[config.mk]
export PLATFORM = sky130hd
export DESIGN_NAME = software_watchdog_timer
export DESIGN_NICKNAME = d
export VERILOG_FILES = /design/src/core/watchdog_pkg.sv /design/src/core/step_prescaler.sv /design/src/core/software_watchdog_timer.sv
export SDC_FILE = /design/constraint.sdc
export NUM_CORES = 1
export LEC_CHECK = 0
export CORE_UTILIZATION = 46
export DETAILED_ROUTE_END_ITERATION = 6
export DONT_BUFFER_PORTS = 1
export PLACE_DENSITY_LB_ADDON = 0.08
export SLEW_MARGIN = 30
export SYNTH_ARGS = -nofsm -noshare
export SYNTH_HDL_FRONTEND = slang
export SYNTH_SLANG_ARGS = --single-unit
[constraint.sdc]
create_clock -name clock_in -period 2.1 [get_ports clock_in]
set_input_delay 0.105 -clock clock_in [delete_from_list [all_inputs] [get_ports clock_in]]
set_output_delay 0.105 -clock clock_in [all_outputs]
set_load 0.005 [all_outputs]
[src/core/watchdog_pkg.sv]
package watchdog_pkg;

	// ----------------------------------------------------------------
	// Register map
	// ----------------------------------------------------------------
	localparam logic [1:0] CTRL_OFFSET = 2'h0;
	localparam logic [1:0] STATUS_OFFSET = 2'h1;

	// ----------------------------------------------------------------
	// Control field layout
	// ----------------------------------------------------------------
	localparam int ACTIVATE_BIT = 7;
	localparam int NO_RESET_BIT = 6;
	localparam int TIMEOUT_MSB = 5;
	localparam int TIMEOUT_WIDTH = 6;
	localparam int FLAG_BIT = 0;

	// ----------------------------------------------------------------
	// Reset values
	// ----------------------------------------------------------------
	localparam logic [7:0] CTRL_RESET = 8'h7F;
	localparam logic [5:0] COUNT_RESET = 6'h3F;

	// ----------------------------------------------------------------
	// Timing
	// ----------------------------------------------------------------
	localparam int STEP_CYCLES = 12288;
	localparam int RESET_PULSE_CYCLES = 4;

	typedef enum logic [1:0] {
		ST_IDLE = 2'b00,
		ST_ARMED = 2'b01,
		ST_RESET = 2'b10
	} wdg_state_e;

endpackage

[src/core/step_prescaler.sv]
`timescale 1ns/1ps

// Divides the machine clock into one tick per time-out step
module step_prescaler #(
	parameter int STEP = watchdog_pkg::STEP_CYCLES
) (
	input wire logic clock_in,
	input wire logic rst_n_in,
	input wire logic restart_in,
	output logic tick_out
);
	localparam int W = $clog2(STEP);
	localparam logic [W-1:0] LAST = W'(STEP - 1);

	logic [W-1:0] count_q;

	// Prescale counter, restarted on each rewind
	always_ff @(posedge clock_in) begin
		if (!rst_n_in || restart_in) begin
			count_q <= '0;
			tick_out <= 1'b0;
		end else begin
			tick_out <= (count_q == LAST);
			if (count_q == LAST) begin
				count_q <= '0;
			end else begin
				count_q <= count_q + 1'b1;
			end
		end
	end

	AST_TICK_PERIOD: assert property (@(posedge clock_in) disable iff (!rst_n_in)
		tick_out |=> !tick_out)
		else $error("prescaler tick longer than one cycle");

endmodule

[src/core/software_watchdog_timer.sv]
// Our own choices: the address map and strobed register access.
`timescale 1ns/1ps

module software_watchdog_timer #(
	parameter int STEP = watchdog_pkg::STEP_CYCLES
) (
	input wire logic clock_in,
	input wire logic rst_n_in,
	input wire logic hw_activate_opt_in,
	input wire logic [1:0] addr_in,
	input wire logic [7:0] wdata_in,
	input wire logic wr_in,
	input wire logic rd_in,
	output logic [7:0] rdata_out,
	output logic mcu_reset_out,
	output logic active_out
);

	// ----------------------------------------------------------------
	// Strap capture
	// ----------------------------------------------------------------
	logic strap_meta_q;
	logic strap_sync_q;
	logic hw_mode_q;
	logic strap_taken_q;

	// Option strap synchroniser, left running through reset
	// A reset here would hand the one-shot capture a zero instead of the strap
	always_ff @(posedge clock_in) begin
		strap_meta_q <= hw_activate_opt_in;
		strap_sync_q <= strap_meta_q;
	end

	// Strap held for the whole run; no register path reaches it
	always_ff @(posedge clock_in) begin
		if (!rst_n_in) begin
			hw_mode_q <= 1'b0;
			strap_taken_q <= 1'b0;
		end else if (!strap_taken_q) begin
			hw_mode_q <= strap_sync_q;
			strap_taken_q <= 1'b1;
		end
	end

	// ----------------------------------------------------------------
	// Register decode
	// ----------------------------------------------------------------
	logic ctrl_wr;
	logic rewind;
	logic sw_reset_req;
	logic tick;

	// Control write decode
	always_comb begin
		ctrl_wr = wr_in && (addr_in == watchdog_pkg::CTRL_OFFSET);
		sw_reset_req = ctrl_wr && !wdata_in[watchdog_pkg::NO_RESET_BIT];
		// Bit 6 alone reloads, so an idle watchdog still serves as a time base
		rewind = ctrl_wr && wdata_in[watchdog_pkg::NO_RESET_BIT];
	end

	// ----------------------------------------------------------------
	// Activation
	// ----------------------------------------------------------------
	logic sw_active_q;

	// Sticky software activation
	always_ff @(posedge clock_in) begin
		if (!rst_n_in) begin
			sw_active_q <= 1'b0;
		end else if (rewind && wdata_in[watchdog_pkg::ACTIVATE_BIT]) begin
			sw_active_q <= 1'b1;
		end
	end

	// Effective activation from software bit or strap
	always_ff @(posedge clock_in) begin
		if (!rst_n_in) begin
			active_out <= 1'b0;
		end else begin
			active_out <= sw_active_q || hw_mode_q
				|| (rewind && wdata_in[watchdog_pkg::ACTIVATE_BIT]);
		end
	end

	// ----------------------------------------------------------------
	// Step prescaler and counter
	// ----------------------------------------------------------------
	step_prescaler #(
		.STEP(STEP)
	) u_prescaler (
		.clock_in(clock_in),
		.rst_n_in(rst_n_in),
		.restart_in(rewind),
		.tick_out(tick)
	);

	logic [watchdog_pkg::TIMEOUT_WIDTH-1:0] count_q;
	logic expire;

	// Underflow while armed means expiry
	always_comb begin
		expire = tick && (count_q == '0) && active_out;
	end

	// Down counter; six bits bound the time-out to 64 steps
	// While inactive it wraps from zero to the top and keeps going
	always_ff @(posedge clock_in) begin
		if (!rst_n_in) begin
			count_q <= watchdog_pkg::COUNT_RESET;
		end else if (rewind) begin
			count_q <= wdata_in[watchdog_pkg::TIMEOUT_MSB:0];
		end else if (tick) begin
			count_q <= count_q - 1'b1;
		end
	end

	// ----------------------------------------------------------------
	// Reset generation
	// ----------------------------------------------------------------
	watchdog_pkg::wdg_state_e state_q;
	logic [2:0] pulse_q;
	logic wdg_cause_q;

	// Reset pulse sequencer
	// A request arriving inside a running pulse is absorbed by that pulse
	always_ff @(posedge clock_in) begin
		if (!rst_n_in) begin
			state_q <= watchdog_pkg::ST_IDLE;
			pulse_q <= 3'h0;
			mcu_reset_out <= 1'b0;
		end else begin
			case (state_q)
				watchdog_pkg::ST_IDLE: begin
					if (sw_reset_req || expire) begin
						state_q <= watchdog_pkg::ST_RESET;
						mcu_reset_out <= 1'b1;
						pulse_q <= 3'(watchdog_pkg::RESET_PULSE_CYCLES - 1);
					end
				end
				watchdog_pkg::ST_RESET: begin
					if (pulse_q == 3'h0) begin
						state_q <= watchdog_pkg::ST_IDLE;
						mcu_reset_out <= 1'b0;
					end else begin
						pulse_q <= pulse_q - 1'b1;
					end
				end
				default: begin
					state_q <= watchdog_pkg::ST_IDLE;
					mcu_reset_out <= 1'b0;
				end
			endcase
		end
	end

	// Cause flag survives the system reset it triggers, so rst_n_in leaves it alone
	// Expiry in the same cycle as a software request wins
	always_ff @(posedge clock_in) begin
		if (state_q == watchdog_pkg::ST_IDLE && expire) begin
			wdg_cause_q <= 1'b1;
		end else if (state_q == watchdog_pkg::ST_IDLE && sw_reset_req) begin
			wdg_cause_q <= 1'b0;
		end
	end

	// ----------------------------------------------------------------
	// Read port
	// ----------------------------------------------------------------
	// Read data one cycle after the strobe
	// Bit 6 reads back as one, the level software must keep there
	always_ff @(posedge clock_in) begin
		if (!rst_n_in) begin
			rdata_out <= 8'h00;
		end else if (rd_in) begin
			if (addr_in == watchdog_pkg::CTRL_OFFSET) begin
				rdata_out <= {active_out, 1'b1, count_q};
			end else if (addr_in == watchdog_pkg::STATUS_OFFSET) begin
				rdata_out <= {7'h00, wdg_cause_q};
			end else begin
				rdata_out <= 8'h00;
			end
		end else begin
			rdata_out <= 8'h00;
		end
	end

	// ----------------------------------------------------------------
	// Check helpers
	// ----------------------------------------------------------------
	logic [31:0] step_age_q;

	// Cycles into the current step; a rewind or reset restarts a whole step
	always_ff @(posedge clock_in) begin
		if (!rst_n_in || rewind) begin
			step_age_q <= 32'h0000_0000;
		end else if (tick) begin
			step_age_q <= 32'h0000_0001;
		end else begin
			step_age_q <= step_age_q + 32'h0000_0001;
		end
	end

	// ----------------------------------------------------------------
	// Checks
	// ----------------------------------------------------------------
	// Activation
	AST_ACTIVE_STICKY: assert property (@(posedge clock_in) disable iff (!rst_n_in)
		$rose(sw_active_q) |=> sw_active_q [*8])
		else $error("software activation dropped");
	AST_ACTIVE_HOLDS: assert property (@(posedge clock_in) disable iff (!rst_n_in)
		active_out |=> active_out)
		else $error("running watchdog stopped");
	AST_START: assert property (@(posedge clock_in) disable iff (!rst_n_in)
		(rewind && wdata_in[watchdog_pkg::ACTIVATE_BIT]) |=> active_out)
		else $error("watchdog did not start");
	AST_NO_SELF_START: assert property (@(posedge clock_in) disable iff (!rst_n_in)
		(!sw_active_q && !hw_mode_q && !(rewind && wdata_in[watchdog_pkg::ACTIVATE_BIT]))
		|=> !active_out)
		else $error("watchdog started without request");
	AST_HW_MODE: assert property (@(posedge clock_in) disable iff (!rst_n_in)
		(hw_mode_q && strap_taken_q) |=> active_out)
		else $error("hardware mode not running");
	AST_STRAP_FROZEN: assert property (@(posedge clock_in) disable iff (!rst_n_in)
		strap_taken_q |=> $stable(hw_mode_q))
		else $error("option strap changed during run");

	// Counter
	AST_RELOAD: assert property (@(posedge clock_in) disable iff (!rst_n_in)
		rewind |=> count_q == $past(wdata_in[watchdog_pkg::TIMEOUT_MSB:0]))
		else $error("counter not reloaded");
	AST_REWIND_RESTART: assert property (@(posedge clock_in) disable iff (!rst_n_in)
		rewind |=> !tick)
		else $error("rewind did not restart the step");
	AST_COUNT_DOWN: assert property (@(posedge clock_in) disable iff (!rst_n_in)
		(tick && !rewind) |=> count_q == $past(count_q) - 6'h01)
		else $error("counter did not step");
	AST_COUNT_HOLD: assert property (@(posedge clock_in) disable iff (!rst_n_in)
		(!tick && !rewind) |=> $stable(count_q))
		else $error("counter moved between steps");
	AST_STEP_LENGTH: assert property (@(posedge clock_in) disable iff (!rst_n_in)
		tick |-> step_age_q == 32'(STEP))
		else $error("step length wrong");

	// Reset generation
	AST_SW_RESET: assert property (@(posedge clock_in) disable iff (!rst_n_in)
		(sw_reset_req && state_q == watchdog_pkg::ST_IDLE) |=> mcu_reset_out [*4])
		else $error("software reset pulse wrong");
	AST_PULSE_END: assert property (@(posedge clock_in) disable iff (!rst_n_in)
		(state_q == watchdog_pkg::ST_RESET && pulse_q == 3'h0) |=> !mcu_reset_out)
		else $error("reset pulse too long");
	AST_RESET_STATE: assert property (@(posedge clock_in) disable iff (!rst_n_in)
		(state_q == watchdog_pkg::ST_RESET) |-> mcu_reset_out)
		else $error("reset state without reset output");
	AST_EXPIRE: assert property (@(posedge clock_in) disable iff (!rst_n_in)
		(expire && state_q == watchdog_pkg::ST_IDLE) |=> mcu_reset_out && wdg_cause_q)
		else $error("expiry gave no reset");
	AST_NO_RESET_IDLE: assert property (@(posedge clock_in) disable iff (!rst_n_in)
		(!active_out && !sw_reset_req && state_q == watchdog_pkg::ST_IDLE) |=> !mcu_reset_out)
		else $error("reset while inactive");
	AST_CAUSE_CLEAR: assert property (@(posedge clock_in) disable iff (!rst_n_in)
		(sw_reset_req && !expire && state_q == watchdog_pkg::ST_IDLE) |=> !wdg_cause_q)
		else $error("cause flag kept after software reset");

	// Read port
	AST_READ: assert property (@(posedge clock_in) disable iff (!rst_n_in)
		(rd_in && addr_in == watchdog_pkg::CTRL_OFFSET) |=> rdata_out[5:0] == $past(count_q))
		else $error("read did not return counter");
	AST_READ_TOP: assert property (@(posedge clock_in) disable iff (!rst_n_in)
		(rd_in && addr_in == watchdog_pkg::CTRL_OFFSET)
		|=> rdata_out[7:6] == {$past(active_out), 1'b1})
		else $error("control read upper bits wrong");
	AST_READ_STATUS: assert property (@(posedge clock_in) disable iff (!rst_n_in)
		(rd_in && addr_in == watchdog_pkg::STATUS_OFFSET)
		|=> rdata_out == {7'h00, $past(wdg_cause_q)})
		else $error("status read wrong");
	AST_UNMAPPED: assert property (@(posedge clock_in) disable iff (!rst_n_in)
		(rd_in && addr_in[1]) |=> rdata_out == 8'h00)
		else $error("unmapped read not zero");
	AST_READ_IDLE: assert property (@(posedge clock_in) disable iff (!rst_n_in)
		!rd_in |=> rdata_out == 8'h00)
		else $error("read data outside its cycle");

	COV_START: cover property (@(posedge clock_in) rewind && wdata_in[7]);
	COV_EXPIRE: cover property (@(posedge clock_in) expire);
	COV_SW_RESET: cover property (@(posedge clock_in) sw_reset_req);
	COV_STATUS_READ: cover property (@(posedge clock_in) rd_in && addr_in == 2'h1);
	COV_HW_EXPIRE: cover property (@(posedge clock_in) hw_mode_q && expire);

endmodule

==> impl_results.md, run 1 <==
- Fin crit share: 0.857
- Ys flop type: dfxtp_1
- Finished Layout Cells: 234
- Antenna Nets Post-Route: 0
- Antenna diode count: 0
- Max-slew headroom: 0.624
- RSZ-0062 raised after global routing: no
- Synthesis-to-layout area growth: 16.5%
- Worst VDD drop: 0.357 mV
- Drt drc: 0
- Yosys warns: 0
- Routed vias: 1213
- Mapped cell area: 1580 um^2
- Highest clock rate: 0.556 GHz
- Initial core utilization: 0.501
- Most frequent cells after synthesis: dfxtp_1 (40), nor2_1 (20), nand2_1 (18), xnor2_1 (11)
- Post-Synth XOR/XNOR Area: 0.0887
- Worst Hold Depth: 4
- Slew Limit Fails: 0
- Largest net degree at the start of global routing: 15
- Seq cells post-synth: 40
- Area leader, netlist: dfxtp_1
- Fin Setup TNS: 0 ns
- Hold-fix buffers, CTS: 15
- Area contributors post-synth: dfxtp_1 (51%), xnor2_1 (6.1%), nor2_1 (4.8%), nand2_1 (4.3%), ha_1 (4.0%)
- Yosys cell types: 33
- Met3 wire len: 123 um
- Post-synth EDFFs: 0
- Reg-to-reg slack, setup: between 0.2 and 0.3 ns
- Site Rows: 20
- Hold violation total from the final report: 0
- H-tree lvl count: 2
- Worst hold-check path type: in2reg
- GPL Wtd Cong: a little under 0.8
- Critical path required time: 2.37 ns
- Final instance area: 1840 um^2
- Port buffer count: 0
- Leakage: between 0.0006 and 0.0007 uW
- Top layer in use: met4
- WL met1: roughly 1200 um
- Die height: 60.6 um
- Dpl ws: 0.307 ns
- Initial antenna violation count: 0
- Met2 wire len: 1510 um
- Worst Setup End Kind: flop
- Final setup violating endpoints: 0
- Sequential area share after synthesis: 0.507
- Grt ovf: 0
- Worst slew pin tran: between 0.5 and 0.6 ns
- Total CTS buffers: 5
- Cell area power density: 661 nW/um^2
- Detailed placement HPWL: about 1900 um
- Synth Area in Compound Gates: 0.0689
- Placed cell area: between 1500 and 2000 um^2
- Worst Setup Start Kind: flop
- Dpl cells: 211
- Mean Syn Cell Area: 9.41 um^2
- Vias/cell: 5.18
- Synth Net Count: ~190
- DRT iter0 DRCs: 22
- # resized after CTS: 0
- Num ports: 25
- WS Path Type: reg2reg
- Wire per inst: 12.3 um
- Mux cell area share after synthesis: 0.0190
- Setup WS post-layout: 0.300 ns
- Layout net count: 210
- Worst-path maximum fanout: 5
- Die footprint: 3670 um^2
- Sink Count: 40
- Max cap viols: 0
- Synth Instances: roughly 170
- DR pass1 iterations: 4
- Drt total wl: between 2000 and 3000 um
- First-pass GRT wire length: ~4900 um
- Setup bufs post-CTS: 0
- Chip Width: 60.6 um
- Setup Skew: ~0.013 ns
- Clock-pin slew on the worst setup and hold paths: 0.11 ns
- Post-Synth Simple-Gate Area: 0.253
- R2R cell count: 5
- Post-layout util: 0.584
- Vias in the first global route: ~1200
- TritonCTS clock tree: built
- Ys async rst share: 0
- Status: completed
- CP arrival: 2.07 ns
- Clk_lat worst skew: 0.34 ns
- Adder-Cell Fraction of Synth Area: 0.0396
- Combinational family with the most area after synthesis: simple AND/OR/NAND/NOR gates
- Fin crit period: roughly 1.8 ns
- Core Footprint: between 3000 and 4000 um^2
- Top-count cell post-synth: dfxtp_1
- Share of the synthesized area in the top cell type: 0.507
- Proportion of layout cells with a drive suffix above 1: 0.0526
- Tot GR Track Use: 0.188
- Clock root buffer master: clkbuf_4
- Clk buf depth: 2
[final timing paths]
kind / start / end
max reg2reg: u_prescaler.count_q[0] / u_prescaler.count_q[12]
max: u_prescaler.count_q[0] / u_prescaler.count_q[12]
min: wdata_in[6] / wdg_cause_q
min reg2reg: strap_meta_q / strap_sync_q
[where the power goes]
part | leakage (uW) | switching, uW | internal (uW) | total (uW)
clock network | 0.0000281 | 223 | 123 | 346
logic | 0.000335 | 33.7 | 42.5 | 76.3
registers | 0.000326 | 15.4 | 780 | 795
total | 0.000689 | 272 | 946 | 1220
[state kept, by name (all words and copies together) (netlist names)]
signal / cells
wdg_cause_q: 1
sw_active_q: 1
rdata_out: 8
strap_taken_q: 1
count_q: 6
hw_mode_q: 1
mcu_reset_out: 1
u_prescaler.count_q: 14
active_out: 1
u_prescaler.tick_out: 1
pulse_q: 3
strap_meta_q: 1
strap_sync_q: 1
[cell usage in the layout, fill, tap and decap left out, drive strengths merged, types with 2 or more instances in the layout]
master       instances
nor3b                3
xor2                 5
a21boi               2
nor3                 8
clkbuf               6
o211ai               2
dfxtp               40
inv                  8
nand2               18
mux2i                3
nor4                 4
ha                   5
and2                 5
xnor2               11
nor2                20
nand3                9
dlygate4sd3         16
o21ai                4
nor2b                3
a21oi                5
[layout make-up]
cell class / count / area [um^2]
clock buffer: 6 / 41.3
inverter: 8 / 30.0
timing repair buffer: 17 / 168
tap: 44 / 55.1
clock inverter: 1 / 5.00
multi-input combinational: 118 / 741
sequential: 40 / 801
fill: 306 / 1310
[stage by stage]
step / power (uW) / hold slack, ns
floorplan: 852 / 0.133
global placement: 859 / 0.133
detailed placement: 861 / 0.133
CTS: 1230 / 0.00628
global route: 1280 / 0.00262
finish: 1220 / 0.0152
[cells by family (layout without fill, tap and decap cells)]
kind of cell,count (synthesis),in the layout
simple gates,77,77
flops,40,40
compound gates,17,17
xor+xnor,16,16
buf+inv,10,32
fa+ha+maj,5,5
mux,3,3
[critical path: stages, from the launching register on]
cell and delay (ns):
dfxtp_1 0.40, ha_1 0.22, nand2_1 0.13, or4_4 0.55, or3_1 0.31, a21oi_1 0.13
[metal layers]
metal,track usage,vias to the layer above
met5,0,-
met2,0.358,24
met3,0.0832,2
li1,-,609
met4,0.0779,0
met1,0.172,578
(Power assumes the default switching activity.)
==> run 2, diff against run 1 <==
CTS_CLUSTER_DIAMETER = 50   (was default)
SYNTH_HIERARCHICAL = 1   (was default)
clock period = 2.2 ns   (was 2.1 ns; I/O delays follow)
==> run 2 against run 1 <==
  * Via count grew 4.7%
  * Core utilization shrank 1.7 points
  * Non-clock buffer count grew 1
  * Global-route usage shrank 0.15 points
  * Count of clock-buffer cells in the layout is the same
  * Die area grew 5.3%
  * Sequential share of layout area shrank 2.2 points
  * Wire length grew 13%
  * Total power grew 7.2%
  * Critical path type unchanged
  * Largest cell class unchanged
==> impl_results.md, run 2 <==
- Status: completed
- Share of the synthesized area in the top cell type: 0.480
- CP arrival: 1.79 ns
- Reg-to-reg slack, setup: 0.64 ns
- Part of the power in the clock network: 0.362
- WS Path Type: reg2reg
- Clk_lat worst skew: 0.34 ns
- Detailed placement HPWL: 2120 um
- Mean Syn Cell Area: just under 10 um^2
- Antenna diode count: 0
- First-pass GRT wire length: 5550 um
- CP bufs+invs: 0
- Clock-pin slew on the worst setup and hold paths: 0.11 ns
- Fin Setup TNS: 0 ns
- Initial core utilization: 0.488
- Max-slew headroom: 0.598
- Critical path's top delay family: simple AND/OR/NAND/NOR gates
- Switching Share: 0.218
- Proportion of layout cells with a drive suffix above 1: 0.0733
- R2R Path Start: mcu_reset_out
- Setup bufs post-CTS: 0
- Chip Width: slightly above 60 um
- GPL Wtd Cong: 0.827
- Crit Reg-Reg Endpoint: pulse_q[2]
- Area leader, netlist: dfxtp_1
- Drt total wl: between 3000 and 4000 um
- Wire per inst: 13.7 um
- # resized after CTS: 0
- Highest clock rate: between 0.6 and 0.7 GHz
- Biggest register: u_prescaler/count_q
- Clock root buffer master: clkbuf_4
- Leakage: 0.000782 uW
- Synth Instances: 172
- Largest net degree at the start of global routing: 14
- Slowest cell on crit path: or4b_4
- Vias/cell: 5.36
- Site Rows: 21
- Setup Skew: 0.00636 ns
- Num ports: 25
- Leading cell type in the layout, fill and taps excluded: dfxtp_1
- Tot GR Track Use: 0.187
- RSZ-0062 raised after global routing: no
- Grt ovf: 0
- Hold-fix buffers, CTS: 17
- Worst-path maximum fanout: 7
- Sequential share of power: 0.579
- Worst hold-check path type: in2reg
- Fin crit share: 0.707
- DRT iter0 DRCs: 57
- CP cell instances: or4b_4 > nor4_4 > o31ai_1
- Synth Net Count: roughly 190
- CP Depth: 3
- Crit path to: pulse_q[2]
- Setup crit start: mcu_reset_out
- Antenna Nets Post-Route: 0
- Seq cells post-synth: 40
- Area contributors post-synth: dfxtp_1 (48%), xor2_1 (5.3%), nor2_1 (5.2%), ha_1 (3.8%), and2_1 (2.6%)
- Final setup violating endpoints: 0
- Yosys cell types: 41
- Drt drc: 0
- Fin crit period: 1.56 ns
- H-tree lvl count: 2
- Routed vias: between 1000 and 1500
- Port buffer count: 0
- Top flop regs: u_prescaler/count_q: 14 flops, rdata_out: 8 flops, count_q: 6 flops
- Layout net count: between 200 and 250
- Pint: 1020 uW
- Ys async rst share: 0
- Hold violation total from the final report: 0
- R2R cell count: 3
- Cell area power density: 674 nW/um^2
- Total CTS buffers: 5
- Worst Setup End Kind: flop
- Combinational share of power: 0.059
- Sink Count: 40
- Core Footprint: 3420 um^2
- Post-layout util: 0.567
- Max cap viols: 0
- Ys flop type: dfxtp_1
- Post-synth EDFFs: 0
- Max stage delay on crit path: between 0.5 and 0.6 ns
- Initial antenna violation count: 0
- DR pass1 iterations: 5
- P_sw: ~280 uW
- Worst VDD drop: 0.452 mV
- Slew Limit Fails: 0
- Vias in the first global route: between 1000 and 1500
- Top-count cell post-synth: dfxtp_1
- Most frequent cells in the layout: dfxtp_1 (40), nor2_1 (23), dlygate4sd3_1 (17)
- Worst Setup Start Kind: flop
- Largest register FFs: 14
- Sequential area share after synthesis: 0.480
- Critical path required time: around 2.4 ns
- Most frequent cells after synthesis: dfxtp_1 (40), nor2_1 (23), xor2_1 (10), nand2_1 (8)
- TritonCTS clock tree: built
- Die height: 62.2 um
- Yosys warns: 6
- Die footprint: 3870 um^2
- Worst slew pin tran: 0.598 ns
- Synthesis-to-layout area growth: 16.2%
- Clk buf depth: 2
- Mapped cell area: between 1500 and 2000 um^2
-- run 2: cell count changes in the layout (fill, tap and decap cells not counted), sizes merged, moves of 3 or more --
cell / change
xnor2: -7
nor2: +3
nand4: +4
and4: +4
xor2: +5
nand2: -10
-- run 2: final cells by class --
class,instances,area [um^2]
fillers,319,1480
flip-flops and latches,40,801
multi-input cells,117,795
repair buffers,18,178
well taps,46,57.6
clock buffers,6,41.3
clock inverters,2,35.0
inverters,8,30.0
-- run 2: cell families after synthesis --
family | Yosys count | synth area share
AOI/OAI and AO/OA | 21 | 0.0893
xor gates and xnor gates | 14 | 0.0736
adders and majority gates | 5 | 0.0375
buffers and inverters | 15 | 0.0428
DFF | 40 | 0.480
muxes | 2 | 0.0120
and+or+nand+nor | 75 | 0.264
-- run 2: worst register-to-register path: cells and delay by family, from the launching register on --
family / cells / cell delay [ns]
simple gates: 2 / 0.90
flops: 1 / 0.41
compound gates: 1 / 0.14
-- run 2: layer usage --
| metal | global-route usage | wire [um] | part of all wire |
|---|---|---|---|
| met1 | 0.232 | 1560 | 0.48 |
| met5 | 0 | 0 | 0 |
| met4 | 0.0872 | 61 | 0.019 |
| met3 | 0.0570 | 154 | 0.048 |
| met2 | 0.295 | 1460 | 0.45 |
-- run 2: power groups by stage --
| stage | sequential (uW) | clock, uW | combinational (uW) |
|---|---|---|---|
| 2_1_floorplan | 769 | 0 | 43.5 |
| 3_3_place_gp | 772 | 0 | 47.4 |
| 3_5_place_dp | 773 | 0 | 49.4 |
| 4_1_cts | 756 | 484 | 76.2 |
| 5_1_grt | 759 | 518 | 85.4 |
| 6_report | 756 | 472 | 77.1 |
-- run 2: per-stage QoR --
step,total power [uW],area [um^2],worst slack [ns],cells,hold WS [ns]
finish,1310,1940,0.644,237,0.113
global route,1360,1940,0.518,237,0.112
CTS,1320,1940,0.642,237,0.109
detailed placement,822,1690,0.660,212,0.138
global placement,819,1690,0.693,212,0.138
floorplan,812,1670,0.787,172,0.138
-- run 2: worst min-delay path by stage --
stage                     cells past startpoint          startpoint      endpoint  slack (ns)
after floorplan                               0  hw_activate_opt_in  strap_meta_q        0.14
after CTS                                     2               wr_in    pulse_q[2]        0.11
after global placement                        0  hw_activate_opt_in  strap_meta_q        0.14
after global routing                          3            rst_n_in    count_q[5]        0.11
after detailed placement                      0  hw_activate_opt_in  strap_meta_q        0.14
final                                         2               wr_in    pulse_q[2]        0.11
